[config.mk]
export PLATFORM = sky130hd
export DESIGN_NAME = tsm_serial_map
export DESIGN_NICKNAME = d
export VERILOG_FILES = /design/src/tsm_serial_map.v
export VERILOG_INCLUDE_DIRS = /design/src
export SDC_FILE = /design/constraint.sdc
export NUM_CORES = 2
export LEC_CHECK = 0
export BUFFER_PORTS_ARGS = -buffer_cell sky130_fd_sc_hd__buf_4
export CORE_MARGIN = 4
export CORE_UTILIZATION = 38
export DETAILED_ROUTE_END_ITERATION = 16
export HOLD_SLACK_MARGIN = 0.02
export PLACE_DENSITY = 0.57
export SLEW_MARGIN = 20
export SYNTH_ARGS = -nofsm -noshare
export SYNTH_HDL_FRONTEND = slang
export SYNTH_SLANG_ARGS = --single-unit
[constraint.sdc]
create_clock -name clk_in -period 5.7 [get_ports clk_in]
set_input_delay 0.57 -clock clk_in [delete_from_list [all_inputs] [get_ports clk_in]]
set_output_delay 0.57 -clock clk_in [all_outputs]
set_load 0.01 [all_outputs]
[src/tsm_serial_map_map.vh]
// Address, field and timing constants of the serial memory map block.
`ifndef TSM_SERIAL_MAP_MAP_VH
`define TSM_SERIAL_MAP_MAP_VH
// Seven-bit device addresses of the two maps.
`define TSM_DEV_ID 7'h50
`define TSM_DEV_DIAG 7'h51
// Serial-ID map regions.
`define TSM_ID_VENDOR_LO 8'h60
`define TSM_ID_VENDOR_HI 8'h7f
// Diagnostic map regions.
`define TSM_THR_HI 8'h27
`define TSM_CAL_LO 8'h38
`define TSM_CAL_HI 8'h5b
`define TSM_CHECKSUM 8'h5f
`define TSM_ANALOG_LO 8'h60
`define TSM_ANALOG_HI 8'h69
`define TSM_CTRL_STATUS 8'h6e
`define TSM_RATE_CTRL 8'h6f
`define TSM_ALARM_HI 8'h70
`define TSM_ALARM_LO 8'h71
`define TSM_WARN_HI 8'h74
`define TSM_WARN_LO 8'h75
`define TSM_EXT_CTRL 8'h76
`define TSM_PW_LO 8'h78
`define TSM_PW_HI 8'h7e
`define TSM_SCR_LO 8'h80
`define TSM_SCR_HI 8'hf7
`define TSM_AMASK_HI 8'hf8
`define TSM_AMASK_LO 8'hf9
`define TSM_WMASK_HI 8'hfa
`define TSM_WMASK_LO 8'hfb
`define TSM_USER_CTRL 8'hfe
`define TSM_RESET_CTRL 8'hff
// Field positions.
`define TSM_SOFT_RATE_BIT 3
`define TSM_CFG5_PW_SEL 2
`define TSM_CFG3_RST_EN 7
`define TSM_RST_FIRE 3'h7
// Timing: clock rate and printed times.
`define TSM_CLK_MHZ 25
`define TSM_T_PULSE_US 125
`define TSM_T_CLEAR_MS_X10 225
`define TSM_T_WR_MS 13
`define TSM_PULSE_CYC (`TSM_T_PULSE_US * `TSM_CLK_MHZ)
`define TSM_CLEAR_CYC (`TSM_T_CLEAR_MS_X10 * 100 * `TSM_CLK_MHZ)
`define TSM_WR_CYC (`TSM_T_WR_MS * 1000 * `TSM_CLK_MHZ)
`endif

[src/tsm_serial_map.v]
// Serial-ID and diagnostic memory maps with their access gating.
//
// Notes on behaviour
// [RULE_01] Map A0h: ID bytes 0-95, vendor 96-127, reserved 128-255.
// [RULE_02] ID bytes 0-95 are read and written only under a valid password.
// [RULE_03] Upper 128 ID bytes are NVRAM reachable only under valid password.
// [RULE_04] Thresholds 00h-27h are written only with password, else read-only.
// [RULE_05] Calibration 38h-5Bh written only with password, else read-only.
// [RULE_06] Checksum byte 5Fh written only with password, else read-only.
// [RULE_07] Host never writes reserved locations and ignores what they read.
// [RULE_08] Ten bytes of live analog data appear at 60h-69h.
// [RULE_09] Rate control bits 7-6 choose between pins and software rate bits.
// [RULE_10] Alarm flags 70h-71h are read-only; writes are ignored.
// [RULE_11] Warning flags 74h-75h are read-only; writes are ignored.
// [RULE_12] Password window at 78h-7Bh, or 7Bh-7Eh when config five bit 2 set.
// [RULE_13] Scratchpad 80h-F7h is writable without any password.
// [RULE_14] Alarm mask bit set hides its alarm; cleared leaves it visible.
// [RULE_15] Warning mask bit set hides its warning; cleared leaves it visible.
// [RULE_16] With config three bit 7 set, reset byte bits 2-0 steer reset pin.
// [RULE_17] Writing 111 while enabled drives a 125 us low reset pulse.
// [RULE_18] Bits 2-0 clear 22.5 ms after the pulse ends.
// [RULE_19] During a nonvolatile write cycle every transaction is refused.
// [RULE_20] Protected writes without valid password leave contents unchanged.
`timescale 1ns/100ps
`include "tsm_serial_map_map.vh"
module tsm_serial_map #(
  parameter WR_CYCLES = `TSM_WR_CYC,
  parameter CLEAR_CYCLES = `TSM_CLEAR_CYC
) (
  // Clock and reset.
  input wire clk_in,
  input wire arst_n_in,
  // Byte access port from the serial protocol engine.
  input wire req_in,
  input wire we_in,
  input wire [6:0] dev_addr_in,
  input wire [7:0] addr_in,
  input wire [7:0] wdata_in,
  input wire txn_end_in,
  output reg [7:0] rdata_out,
  output reg ack_out,
  output reg nack_out,
  output reg nv_busy_out,
  // Live device state.
  input wire [79:0] analog_in,
  input wire [15:0] alarm_in,
  input wire [15:0] warning_in,
  input wire [31:0] password_set_in,
  input wire [7:0] oem_config_three_in,
  input wire [7:0] oem_config_five_in,
  // Pins and summaries.
  input wire rate_sel_pin_lo_in,
  input wire rate_sel_pin_hi_in,
  output reg [1:0] rate_sel_out,
  output reg alarm_active_out,
  output reg warning_active_out,
  output reg reset_output_pin_out
);

  localparam PULSE_CYCLES = `TSM_PULSE_CYC;
  localparam [1:0] ST_IDLE = 2'h0;
  localparam [1:0] ST_PULSE = 2'h1;
  localparam [1:0] ST_HOLD = 2'h2;

  reg [7:0] id_mem [0:255];
  reg [7:0] diag_mem [0:255];
  reg [1:0] rs_meta_reg;
  reg [1:0] rs_sync_reg;
  reg [7:0] ctrl_status_reg;
  reg [7:0] rate_ctrl_reg;
  reg [7:0] ext_ctrl_reg;
  reg [7:0] user_ctrl_reg;
  reg [7:0] reset_ctrl_reg;
  reg [15:0] alarm_mask_reg;
  reg [15:0] warn_mask_reg;
  reg [55:0] pw_field_reg;
  reg nv_dirty_reg;
  reg [18:0] busy_cnt_reg;
  reg [1:0] rst_state_reg;
  reg [19:0] rst_cnt_reg;
  reg [7:0] rd_next;
  reg [1:0] rate_next;
  wire [7:0] analog_byte [0:9];
  wire go;
  wire is_id;
  wire is_diag;
  wire pw_ok;
  wire id_open;
  wire diag_prot;
  wire diag_scr;
  wire wr_id;
  wire wr_diag;
  wire wr_reset_ctrl;
  wire [3:0] pw_idx;

  // Analog bytes, most significant byte at the lowest offset.
  genvar gi;
  generate
    for (gi = 0; gi < 10; gi = gi + 1) begin : g_analog
      assign analog_byte[gi] = analog_in[79 - 8 * gi -: 8];
    end
  endgenerate

  // Address decode of the access port.
  assign go = req_in & ~nv_busy_out; // RULE_19
  assign is_id = dev_addr_in == `TSM_DEV_ID; // RULE_01
  assign is_diag = dev_addr_in == `TSM_DEV_DIAG;
  assign id_open = (addr_in >= `TSM_ID_VENDOR_LO) &&
                   (addr_in <= `TSM_ID_VENDOR_HI); // RULE_01
  assign diag_prot = (addr_in <= `TSM_THR_HI) || // RULE_04
                     ((addr_in >= `TSM_CAL_LO) &&
                      (addr_in <= `TSM_CAL_HI)) || // RULE_05
                     (addr_in == `TSM_CHECKSUM); // RULE_06
  assign diag_scr = (addr_in >= `TSM_SCR_LO) &&
                    (addr_in <= `TSM_SCR_HI); // RULE_13
  assign pw_idx = addr_in[3:0] - 4'h8;

  // The password compare picks its four bytes from the seven-byte field.
  assign pw_ok = oem_config_five_in[`TSM_CFG5_PW_SEL] ?
                 (pw_field_reg[31:0] == password_set_in) :
                 (pw_field_reg[55:24] == password_set_in); // RULE_12

  // Protected stores require the password; otherwise they are dropped.
  assign wr_id = go & we_in & is_id & (pw_ok | id_open); // RULE_02 RULE_03
  assign wr_diag = go & we_in & is_diag &
                   ((diag_prot & pw_ok) | diag_scr); // RULE_20 RULE_13
  assign wr_reset_ctrl = go & we_in & is_diag &
                         (addr_in == `TSM_RESET_CTRL);

  // Read multiplexer; reserved diagnostic bytes read zero.
  always @* begin
    rd_next = 8'h00;
    if (is_id) begin
      if (pw_ok || id_open) begin
        rd_next = id_mem[addr_in]; // RULE_02 RULE_03
      end
    end else if (diag_prot || diag_scr) begin
      rd_next = diag_mem[addr_in];
    end else if ((addr_in >= `TSM_ANALOG_LO) &&
                 (addr_in <= `TSM_ANALOG_HI)) begin
      rd_next = analog_byte[addr_in[3:0]]; // RULE_08
    end else if (addr_in == `TSM_CTRL_STATUS) begin
      rd_next = {2'h0, rs_sync_reg[0], rs_sync_reg[1],
                 ctrl_status_reg[3], 3'h0};
    end else if (addr_in == `TSM_RATE_CTRL) begin
      rd_next = rate_ctrl_reg;
    end else if (addr_in == `TSM_ALARM_HI) begin
      rd_next = alarm_in[15:8]; // RULE_10
    end else if (addr_in == `TSM_ALARM_LO) begin
      rd_next = alarm_in[7:0]; // RULE_10
    end else if (addr_in == `TSM_WARN_HI) begin
      rd_next = warning_in[15:8]; // RULE_11
    end else if (addr_in == `TSM_WARN_LO) begin
      rd_next = warning_in[7:0]; // RULE_11
    end else if (addr_in == `TSM_EXT_CTRL) begin
      rd_next = {4'h0, ext_ctrl_reg[3], 3'h0};
    end else if (addr_in == `TSM_AMASK_HI) begin
      rd_next = alarm_mask_reg[15:8];
    end else if (addr_in == `TSM_AMASK_LO) begin
      rd_next = alarm_mask_reg[7:0];
    end else if (addr_in == `TSM_WMASK_HI) begin
      rd_next = warn_mask_reg[15:8];
    end else if (addr_in == `TSM_WMASK_LO) begin
      rd_next = warn_mask_reg[7:0];
    end else if (addr_in == `TSM_USER_CTRL) begin
      rd_next = user_ctrl_reg;
    end else if (addr_in == `TSM_RESET_CTRL) begin
      rd_next = reset_ctrl_reg;
    end
  end

  // Nonvolatile arrays carry no reset; they model stored contents.
  always @(posedge clk_in) begin
    if (wr_id) begin
      id_mem[addr_in] <= wdata_in;
    end
    if (wr_diag) begin
      diag_mem[addr_in] <= wdata_in;
    end
  end

  // Two-stage synchroniser for the rate select pins.
  always @(posedge clk_in or negedge arst_n_in) begin
    if (!arst_n_in) begin
      rs_meta_reg <= 2'h0;
      rs_sync_reg <= 2'h0;
    end else begin
      rs_meta_reg <= {rate_sel_pin_hi_in, rate_sel_pin_lo_in};
      rs_sync_reg <= rs_meta_reg;
    end
  end

  // Rate select source: 00 pins, 01 soft bits, 10 either, 11 pins.
  always @* begin
    case (rate_ctrl_reg[7:6]) // RULE_09
      2'h1: rate_next = {ext_ctrl_reg[`TSM_SOFT_RATE_BIT],
                         ctrl_status_reg[`TSM_SOFT_RATE_BIT]};
      2'h2: rate_next = rs_sync_reg |
                        {ext_ctrl_reg[`TSM_SOFT_RATE_BIT],
                         ctrl_status_reg[`TSM_SOFT_RATE_BIT]};
      default: rate_next = rs_sync_reg;
    endcase
  end

  // Answer, volatile registers and masked summaries.
  always @(posedge clk_in or negedge arst_n_in) begin
    if (!arst_n_in) begin
      rdata_out <= 8'h00;
      ack_out <= 1'b0;
      nack_out <= 1'b0;
      ctrl_status_reg <= 8'h00;
      rate_ctrl_reg <= 8'h00;
      ext_ctrl_reg <= 8'h00;
      user_ctrl_reg <= 8'h00;
      alarm_mask_reg <= 16'h0000;
      warn_mask_reg <= 16'h0000;
      pw_field_reg <= 56'h0;
      rate_sel_out <= 2'h0;
      alarm_active_out <= 1'b0;
      warning_active_out <= 1'b0;
    end else begin
      // Unknown device addresses and a busy array both get a refusal.
      ack_out <= go & (is_id | is_diag);
      nack_out <= req_in & ~(go & (is_id | is_diag)); // RULE_19
      // A refused read leaves the last answered byte in place.
      if (go & ~we_in & (is_id | is_diag)) begin
        rdata_out <= rd_next;
      end
      if (go & we_in & is_diag) begin
        // Flags and analog data have no storage, so writes fall away.
        if (addr_in == `TSM_CTRL_STATUS) begin
          ctrl_status_reg <= wdata_in & 8'h08;
        end else if (addr_in == `TSM_RATE_CTRL) begin
          rate_ctrl_reg <= wdata_in;
        end else if (addr_in == `TSM_EXT_CTRL) begin
          ext_ctrl_reg <= wdata_in & 8'h08;
        end else if ((addr_in >= `TSM_PW_LO) &&
                     (addr_in <= `TSM_PW_HI)) begin
          pw_field_reg[55 - 8 * pw_idx -: 8] <= wdata_in; // RULE_12
        end else if (addr_in == `TSM_AMASK_HI) begin
          alarm_mask_reg[15:8] <= wdata_in;
        end else if (addr_in == `TSM_AMASK_LO) begin
          alarm_mask_reg[7:0] <= wdata_in;
        end else if (addr_in == `TSM_WMASK_HI) begin
          warn_mask_reg[15:8] <= wdata_in;
        end else if (addr_in == `TSM_WMASK_LO) begin
          warn_mask_reg[7:0] <= wdata_in;
        end else if (addr_in == `TSM_USER_CTRL) begin
          user_ctrl_reg <= wdata_in;
        end
      end
      rate_sel_out <= rate_next; // RULE_09
      alarm_active_out <= |(alarm_in & ~alarm_mask_reg); // RULE_14
      warning_active_out <= |(warning_in & ~warn_mask_reg); // RULE_15
    end
  end

  // Write cycle timer starts at the end of a transaction that stored NV data.
  always @(posedge clk_in or negedge arst_n_in) begin
    if (!arst_n_in) begin
      nv_dirty_reg <= 1'b0;
      busy_cnt_reg <= 19'h0;
      nv_busy_out <= 1'b0;
    end else begin
      if (txn_end_in) begin
        nv_dirty_reg <= 1'b0;
        if (nv_dirty_reg | wr_id | wr_diag) begin
          nv_busy_out <= 1'b1; // RULE_19
          busy_cnt_reg <= 19'h0;
        end
      end else if (wr_id | wr_diag) begin
        nv_dirty_reg <= 1'b1;
      end
      if (nv_busy_out && !txn_end_in) begin
        if (busy_cnt_reg == WR_CYCLES[18:0] - 19'h1) begin
          nv_busy_out <= 1'b0;
        end else begin
          busy_cnt_reg <= busy_cnt_reg + 19'h1;
        end
      end
    end
  end

  // Reset pulse sequencer; a host write wins over the timed clear.
  always @(posedge clk_in or negedge arst_n_in) begin
    if (!arst_n_in) begin
      reset_ctrl_reg <= 8'h00;
      rst_state_reg <= ST_IDLE;
      rst_cnt_reg <= 20'h0;
      reset_output_pin_out <= 1'b1;
    end else begin
      case (rst_state_reg)
        ST_IDLE: begin
          reset_output_pin_out <= 1'b1;
          if (wr_reset_ctrl &&
              oem_config_three_in[`TSM_CFG3_RST_EN] &&
              wdata_in[2:0] == `TSM_RST_FIRE) begin // RULE_16
            rst_state_reg <= ST_PULSE;
            rst_cnt_reg <= 20'h0;
            reset_output_pin_out <= 1'b0; // RULE_17
          end
        end
        ST_PULSE: begin
          if (rst_cnt_reg == PULSE_CYCLES[19:0] - 20'h1) begin
            rst_state_reg <= ST_HOLD;
            rst_cnt_reg <= 20'h0;
            reset_output_pin_out <= 1'b1;
          end else begin
            rst_cnt_reg <= rst_cnt_reg + 20'h1;
          end
        end
        ST_HOLD: begin
          if (rst_cnt_reg == CLEAR_CYCLES[19:0] - 20'h1) begin
            rst_state_reg <= ST_IDLE;
            rst_cnt_reg <= 20'h0;
          end else begin
            rst_cnt_reg <= rst_cnt_reg + 20'h1;
          end
        end
        default: begin
          rst_state_reg <= ST_IDLE;
        end
      endcase
      if (wr_reset_ctrl) begin
        reset_ctrl_reg <= wdata_in;
      end else if (rst_state_reg == ST_HOLD &&
                   rst_cnt_reg == CLEAR_CYCLES[19:0] - 20'h1) begin
        reset_ctrl_reg[2:0] <= 3'h0; // RULE_18
      end
    end
  end

endmodule

* Yosys cells after proc, flatten, opt, wreduce, memory -nomap -nowiden
Memory sizes are Yosys's and may differ from the RTL's. Cells that the tools add are included.
Operators by class: add/subtract/negate cells 5, multipliers 0, div/mod/pow operators 0, $lt $le $gt $ge 11, eq/ne operators 29, shifts and indexed selects 2, muxes and demuxes 50, bitwise logic cells 35, reduce and logical (&&, ||, !) cells 33
Operators by type and width (number):
- $mux 8 | 19
- $mux 19 | 4
- $eq 32x32->1 | 2
- $eq 8x7->1 const B | 8
- $shift 8x34->63 const A | 1
- $shiftx 8x34->63 | 1
- $mux 20 | 3
- $pmux 20 s3 | 1
- $bwmux 56 | 1
- $eq 8x8->1 const B | 6
- $neg 32->34 | 1
- $and 16x16->16 | 2
- $bmux 8 s4 | 1
- $le 8x7->1 const B | 4
- $not 16->16 | 2
- $reduce_or 16->1 | 2
- $add 20x1->20 const B | 1
- $eq 20x12->1 const B | 1
- $eq 20x20->1 const B | 1
- $add 19x1->19 const B | 1
- $eq 19x19->1 const B | 1
- $ge 8x7->1 const B | 2
- $eq 7x7->1 const B | 2
- $mux 1 | 13
- 36 further kinds | 85
Word-level totals: register bits after elaboration 176, latch bits 0, bits in writable memories 4096, ROM bits 0, input port bits 190, output and inout bits 16, logic and storage cells 192, memories 2
Memory list:
- diag_mem | depth 256, bits a word 8, read ports 1, clocked after memory_dff 0, wr ports 1, line tsm_serial_map.v:66 | reg [7:0] diag_mem [0:255];
- id_mem | depth 256, bits a word 8, read ports 1, clocked after memory_dff 0, wr ports 1, line tsm_serial_map.v:65 | reg [7:0] id_mem [0:255];

* Logic depth before layout (Yosys ltp)
word-level depth 17, gate-level depth with buffers 17, gate-level depth less buffers 10

* Least setup slack after synthesis
OpenSTA, ideal clock, no wires.
path type input to register, start in addr_in[0], end mem diag_mem[58][0], enable pin, setup time 0.383 ns, data arrival time 3.946 ns, required time 5.317 ns, slack 1.370 ns, stages on the path 12, path buffers 8, cells stage by stage buf_4 > buf_6 > inv_2 > buf_1 > buf_1 > clkbuf_1 > ha_1 > clkbuf_1 > nand3b_1 > clkbuf_1 > clkbuf_1 > nor3_1
On the way: cells in the longest elaborated chain, start to end 9, elaborated cells on any way between the ends 15, those cells by class 5 x order compare; 1 x eq/ne; 2 x mux; 3 x bitwise; 4 x reduce/logical
RTL lines:
- start, declared | line tsm_serial_map.v:37 | input wire [7:0] addr_in,
- $ge 8x6->1 (no line) or $le 8x7->1 (tied branches)
- $logic_and 1x1->1 | line tsm_serial_map.v:111 | ((addr_in >= `TSM_CAL_LO) &&
- $logic_or 1x1->1 (2 in a row) | line tsm_serial_map.v:110 | assign diag_prot = (addr_in <= `TSM_THR_HI) ||
- $and 1x1->1 | line tsm_serial_map.v:126 | ((diag_prot & pw_ok) | diag_scr);
- $or 1x1->1 | line tsm_serial_map.v:126
- $and 1x1->1 | line tsm_serial_map.v:125 | assign wr_diag = go & we_in & is_diag &
- $mux 1 | line tsm_serial_map.v:177 | if (wr_diag) begin
- $mux 1 (implied by the code) | line tsm_serial_map.v:178 | diag_mem[addr_in] <= wdata_in;
- end, declared | line tsm_serial_map.v:66
Parallel ways exist; a longest one is shown, timed or not.

* Worst setup path after layout
start in dev_addr_in[2], end mem diag_mem[77][0], enable pin
On the way: cells in the longest elaborated chain, start to end 5
RTL lines:
- start, declared | line tsm_serial_map.v:36 | input wire [6:0] dev_addr_in,
- $eq 7x7->1 (no line)
- $and 1x1->1 (2 in a row) | line tsm_serial_map.v:125
- $mux 1 | line tsm_serial_map.v:177
- $mux 1 (implied by the code) | line tsm_serial_map.v:178
Every way passes these cells.

==> results.toml <==
[sta]
fin_crit_sh_pct = 83.81
slew_violations = 0
max_freq_mhz = 209.3
setup_violations = 0
fin_worst_skew_ns = 0.05357
tns_ns = 0
rsz0062_at_grt = "false"
tightest_slew_ns = 1.211
slew_headroom_pct = 19.26
whs_ns = 0.05796
fin_crit_ns = 4.777
hold_violations = 0

[clocking]
cts_sinks = 4152
cts_root_buffer = "clkbuf_16"
clk_pin_slew_worst_paths_ns = 0.06
numCtsBuffers = 417
ctsLongestPathBuffers = 4
htree_levels = 5
cts_tree = "built"
cts_setup_buffers = 0
clock_latency_ns = 0.98

[worst_setup_path]
cp-endpoint = "diag_mem[77][0]"
rr_worst_depth = 10
critPathKind = "primary input to flop"
cp.arrival_ns = 5.37
crit_required_ns = 6.29
worstSetupStartpoint = "dev_addr_in[2]"
rr_startpoint = "pw_field_reg[29]"
r2r_slack_ns = 1.28
timing.rr.end = "diag_mem[77][0]"
cp-start-kind = "primary input"
path_max_fanout = 17
cp-end-kind = "flop"

[placement]
gp_congestion = 0.9615
numPortBuffers = 191
dp_hpwl_mm = 329.2
dpl_cell_area_um2 = 177000

[synth]
async_flop_share_pct = 4.239
synth.area.top_cells = "edfxtp_1 73%, mux4_2 14%, dfrtp_1 2.7%"
synth-seq-cells = 4152
ys_warn_count = 0
netlist_instances = 8088
yosysTopAreaCellShare_pct = 72.68
syn_area_um2 = 164300
ys_top_cells_by_count = "3976 x edfxtp_1, 1044 x mux4_2, 404 x nor2_1, 331 x nand2_1, 248 x clkbuf_1"
synth_ff_type = "edfxtp_1"
yosysUniqueCellTypes = 83
synth_top_area_cell = "edfxtp_1"
syn_area_per_cell_um2 = 20.31
yosysMostFrequentCell = "edfxtp_1"
synth_edf_count = 3976
yosysSeqAreaShare_pct = 75.36

[final_layout]
final_util_pct = 44.25
fill_cells = 36590
areaGrowthSynthToFinish_pct = 16.08
largest_register_ffs = 2048
drive_above_1_share_pct = 27.20
layout.nets = 9239
fin_area_um2 = 190700

[floorplanning]
initial_utilization_pct = 38.12
die_h_um = 665.5
die_area_um2 = 442900
die_w_um = 665.5
row_count = 241
ios = 206
core_region_area_um2 = 430900

[power]
total_power_mw = 64.94
vdd_drop_max_mv = 0.3123
cellLeakagePower_nw = 61.70
p_per_area_nw_per_um2 = 340.6

[routing]
drt_pass1_iterations = 8
final_antenna_net_count = 0
drtIter0Drc = 12536
drc = 0
viasPerCell = 5.863
vias = 88598
wl_per_cell_um = 33.74
drt-total-wl_mm = 509.9

[global_routing]
grt_pass1_vias = 87628
antenna_found_initial = 44
grt_pass1_wl_mm = 705.2
grt_max_degree = 204
grt-ovfl-total = 0
track_usage_pct = 22.59

[hold_path]
min_path_type = "primary input to flop"

[job]
cap_viol_max_count = 0

[status]
outcome = "complete, no violations"
## layer usage
metal | vias to the layer above | GRT usage [%] | share of wire, %
li1 | 35207 | - | -
met1 | 47422 | 31.35 | 39
met2 | 5049 | 34.79 | 46
met3 | 908 | 5.301 | 11
met4 | 12 | 8.463 | 4.4
met5 | - | 0 | 0.015
## worst min path at each step
stage / to / from / slack (ns) / cells past startpoint
after floorplan: ack_out / arst_n_in / 0.27 / 0
after global placement: rs_sync_reg[1] / rs_meta_reg[1] / 0.35 / 0
after detailed placement: rs_sync_reg[1] / rs_meta_reg[1] / 0.34 / 0
after CTS: id_mem[153][3] / wdata_in[3] / 0.02 / 1
after global routing: id_mem[12][5] / wdata_in[5] / 0.03 / 1
final: id_mem[12][5] / wdata_in[5] / 0.06 / 1
## critical path, cell delays in order
cell and delay (ns):
dlygate4sd3_1 0.54, buf_4 0.13, or4b_4 0.50, dlygate4sd3_1 0.62, nor3b_4 0.36, and2_1 0.40
o211ai_1 0.33, buf_12 0.29, buf_4 0.24, nand2b_1 0.53, nor2_1 0.80
## layout make-up
type	instances	area [µm²]	area share [%]
clock buffer	503	10860	5.697
multi-input combinational	3681	39640	20.79
clock inverter	265	2572	1.349
sequential	4152	123800	64.92
timing repair buffer	727	6397	3.355
inverter	56	225.2	0.1181
antenna	18	45.04	0.02362
tap	5710	7144	3.747
## where the power goes
| part | leakage, nW | switching (mW) | total (mW) | internal (mW) |
|---|---|---|---|---|
| Sequential | 38.3 | 0.0829 | 33.8 | 33.7 |
| Clock | 6.53 | 11.7 | 27.2 | 15.5 |
| Combinational | 16.8 | 2.67 | 4.00 | 1.33 |
## logic make-up after synthesis
group,share of synthesized area (%)
xor+xnor,0.2346
compound gates,2.779
buf+inv,1.588
other cells,0.002283
simple gates,3.536
mux,16.39
flops,75.36
fa+ha+maj,0.1066
## through the flow
step	std cells	setup WS (ns)
floorplan	8415	1.370
global placement	14310	0.5545
detailed placement	14310	0.4018
CTS	15093	0.9656
global route	15099	0.7933
finish	15112	0.9228
## what timing repair did
item / 4_1_cts / 5_1_grt
hold buffers: 15 / 0
gates resized for setup: 0 / 0
endpoints found under the setup margin: 0 / 0
hold endpoints to repair: 133 / 0
## cell usage in the layout, fill, tap and decap left out, types with 14 or more instances in the layout
cell	n
a211oi_1	19
a21oi_1	125
a221oi_1	36
a22o_1	21
a22oi_1	116
a31oi_1	30
and2_1	14
and3_1	31
buf_12	64
buf_4	636
bufinv_16	41
clkbuf_1	80
clkbuf_16	421
clkinv_1	104
clkinv_2	70
clkinvlp_4	18
conb_1	328
dfrtp_1	175
diode_2	18
dlygate4sd3_1	15
edfxtp_1	3976
ha_1	14
inv_1	53
inv_6	15
mux2_2	104
mux2i_1	223
mux4_2	1044
nand2_1	318
nand3_1	113
nand4_1	28
nor2_1	400
nor2b_1	16
nor3_1	150
nor3_2	50
nor4_1	31
o211ai_1	22
o21ai_0	109
o22ai_1	49
o32ai_1	14
xnor2_1	37
(Power assumes the default switching activity.)
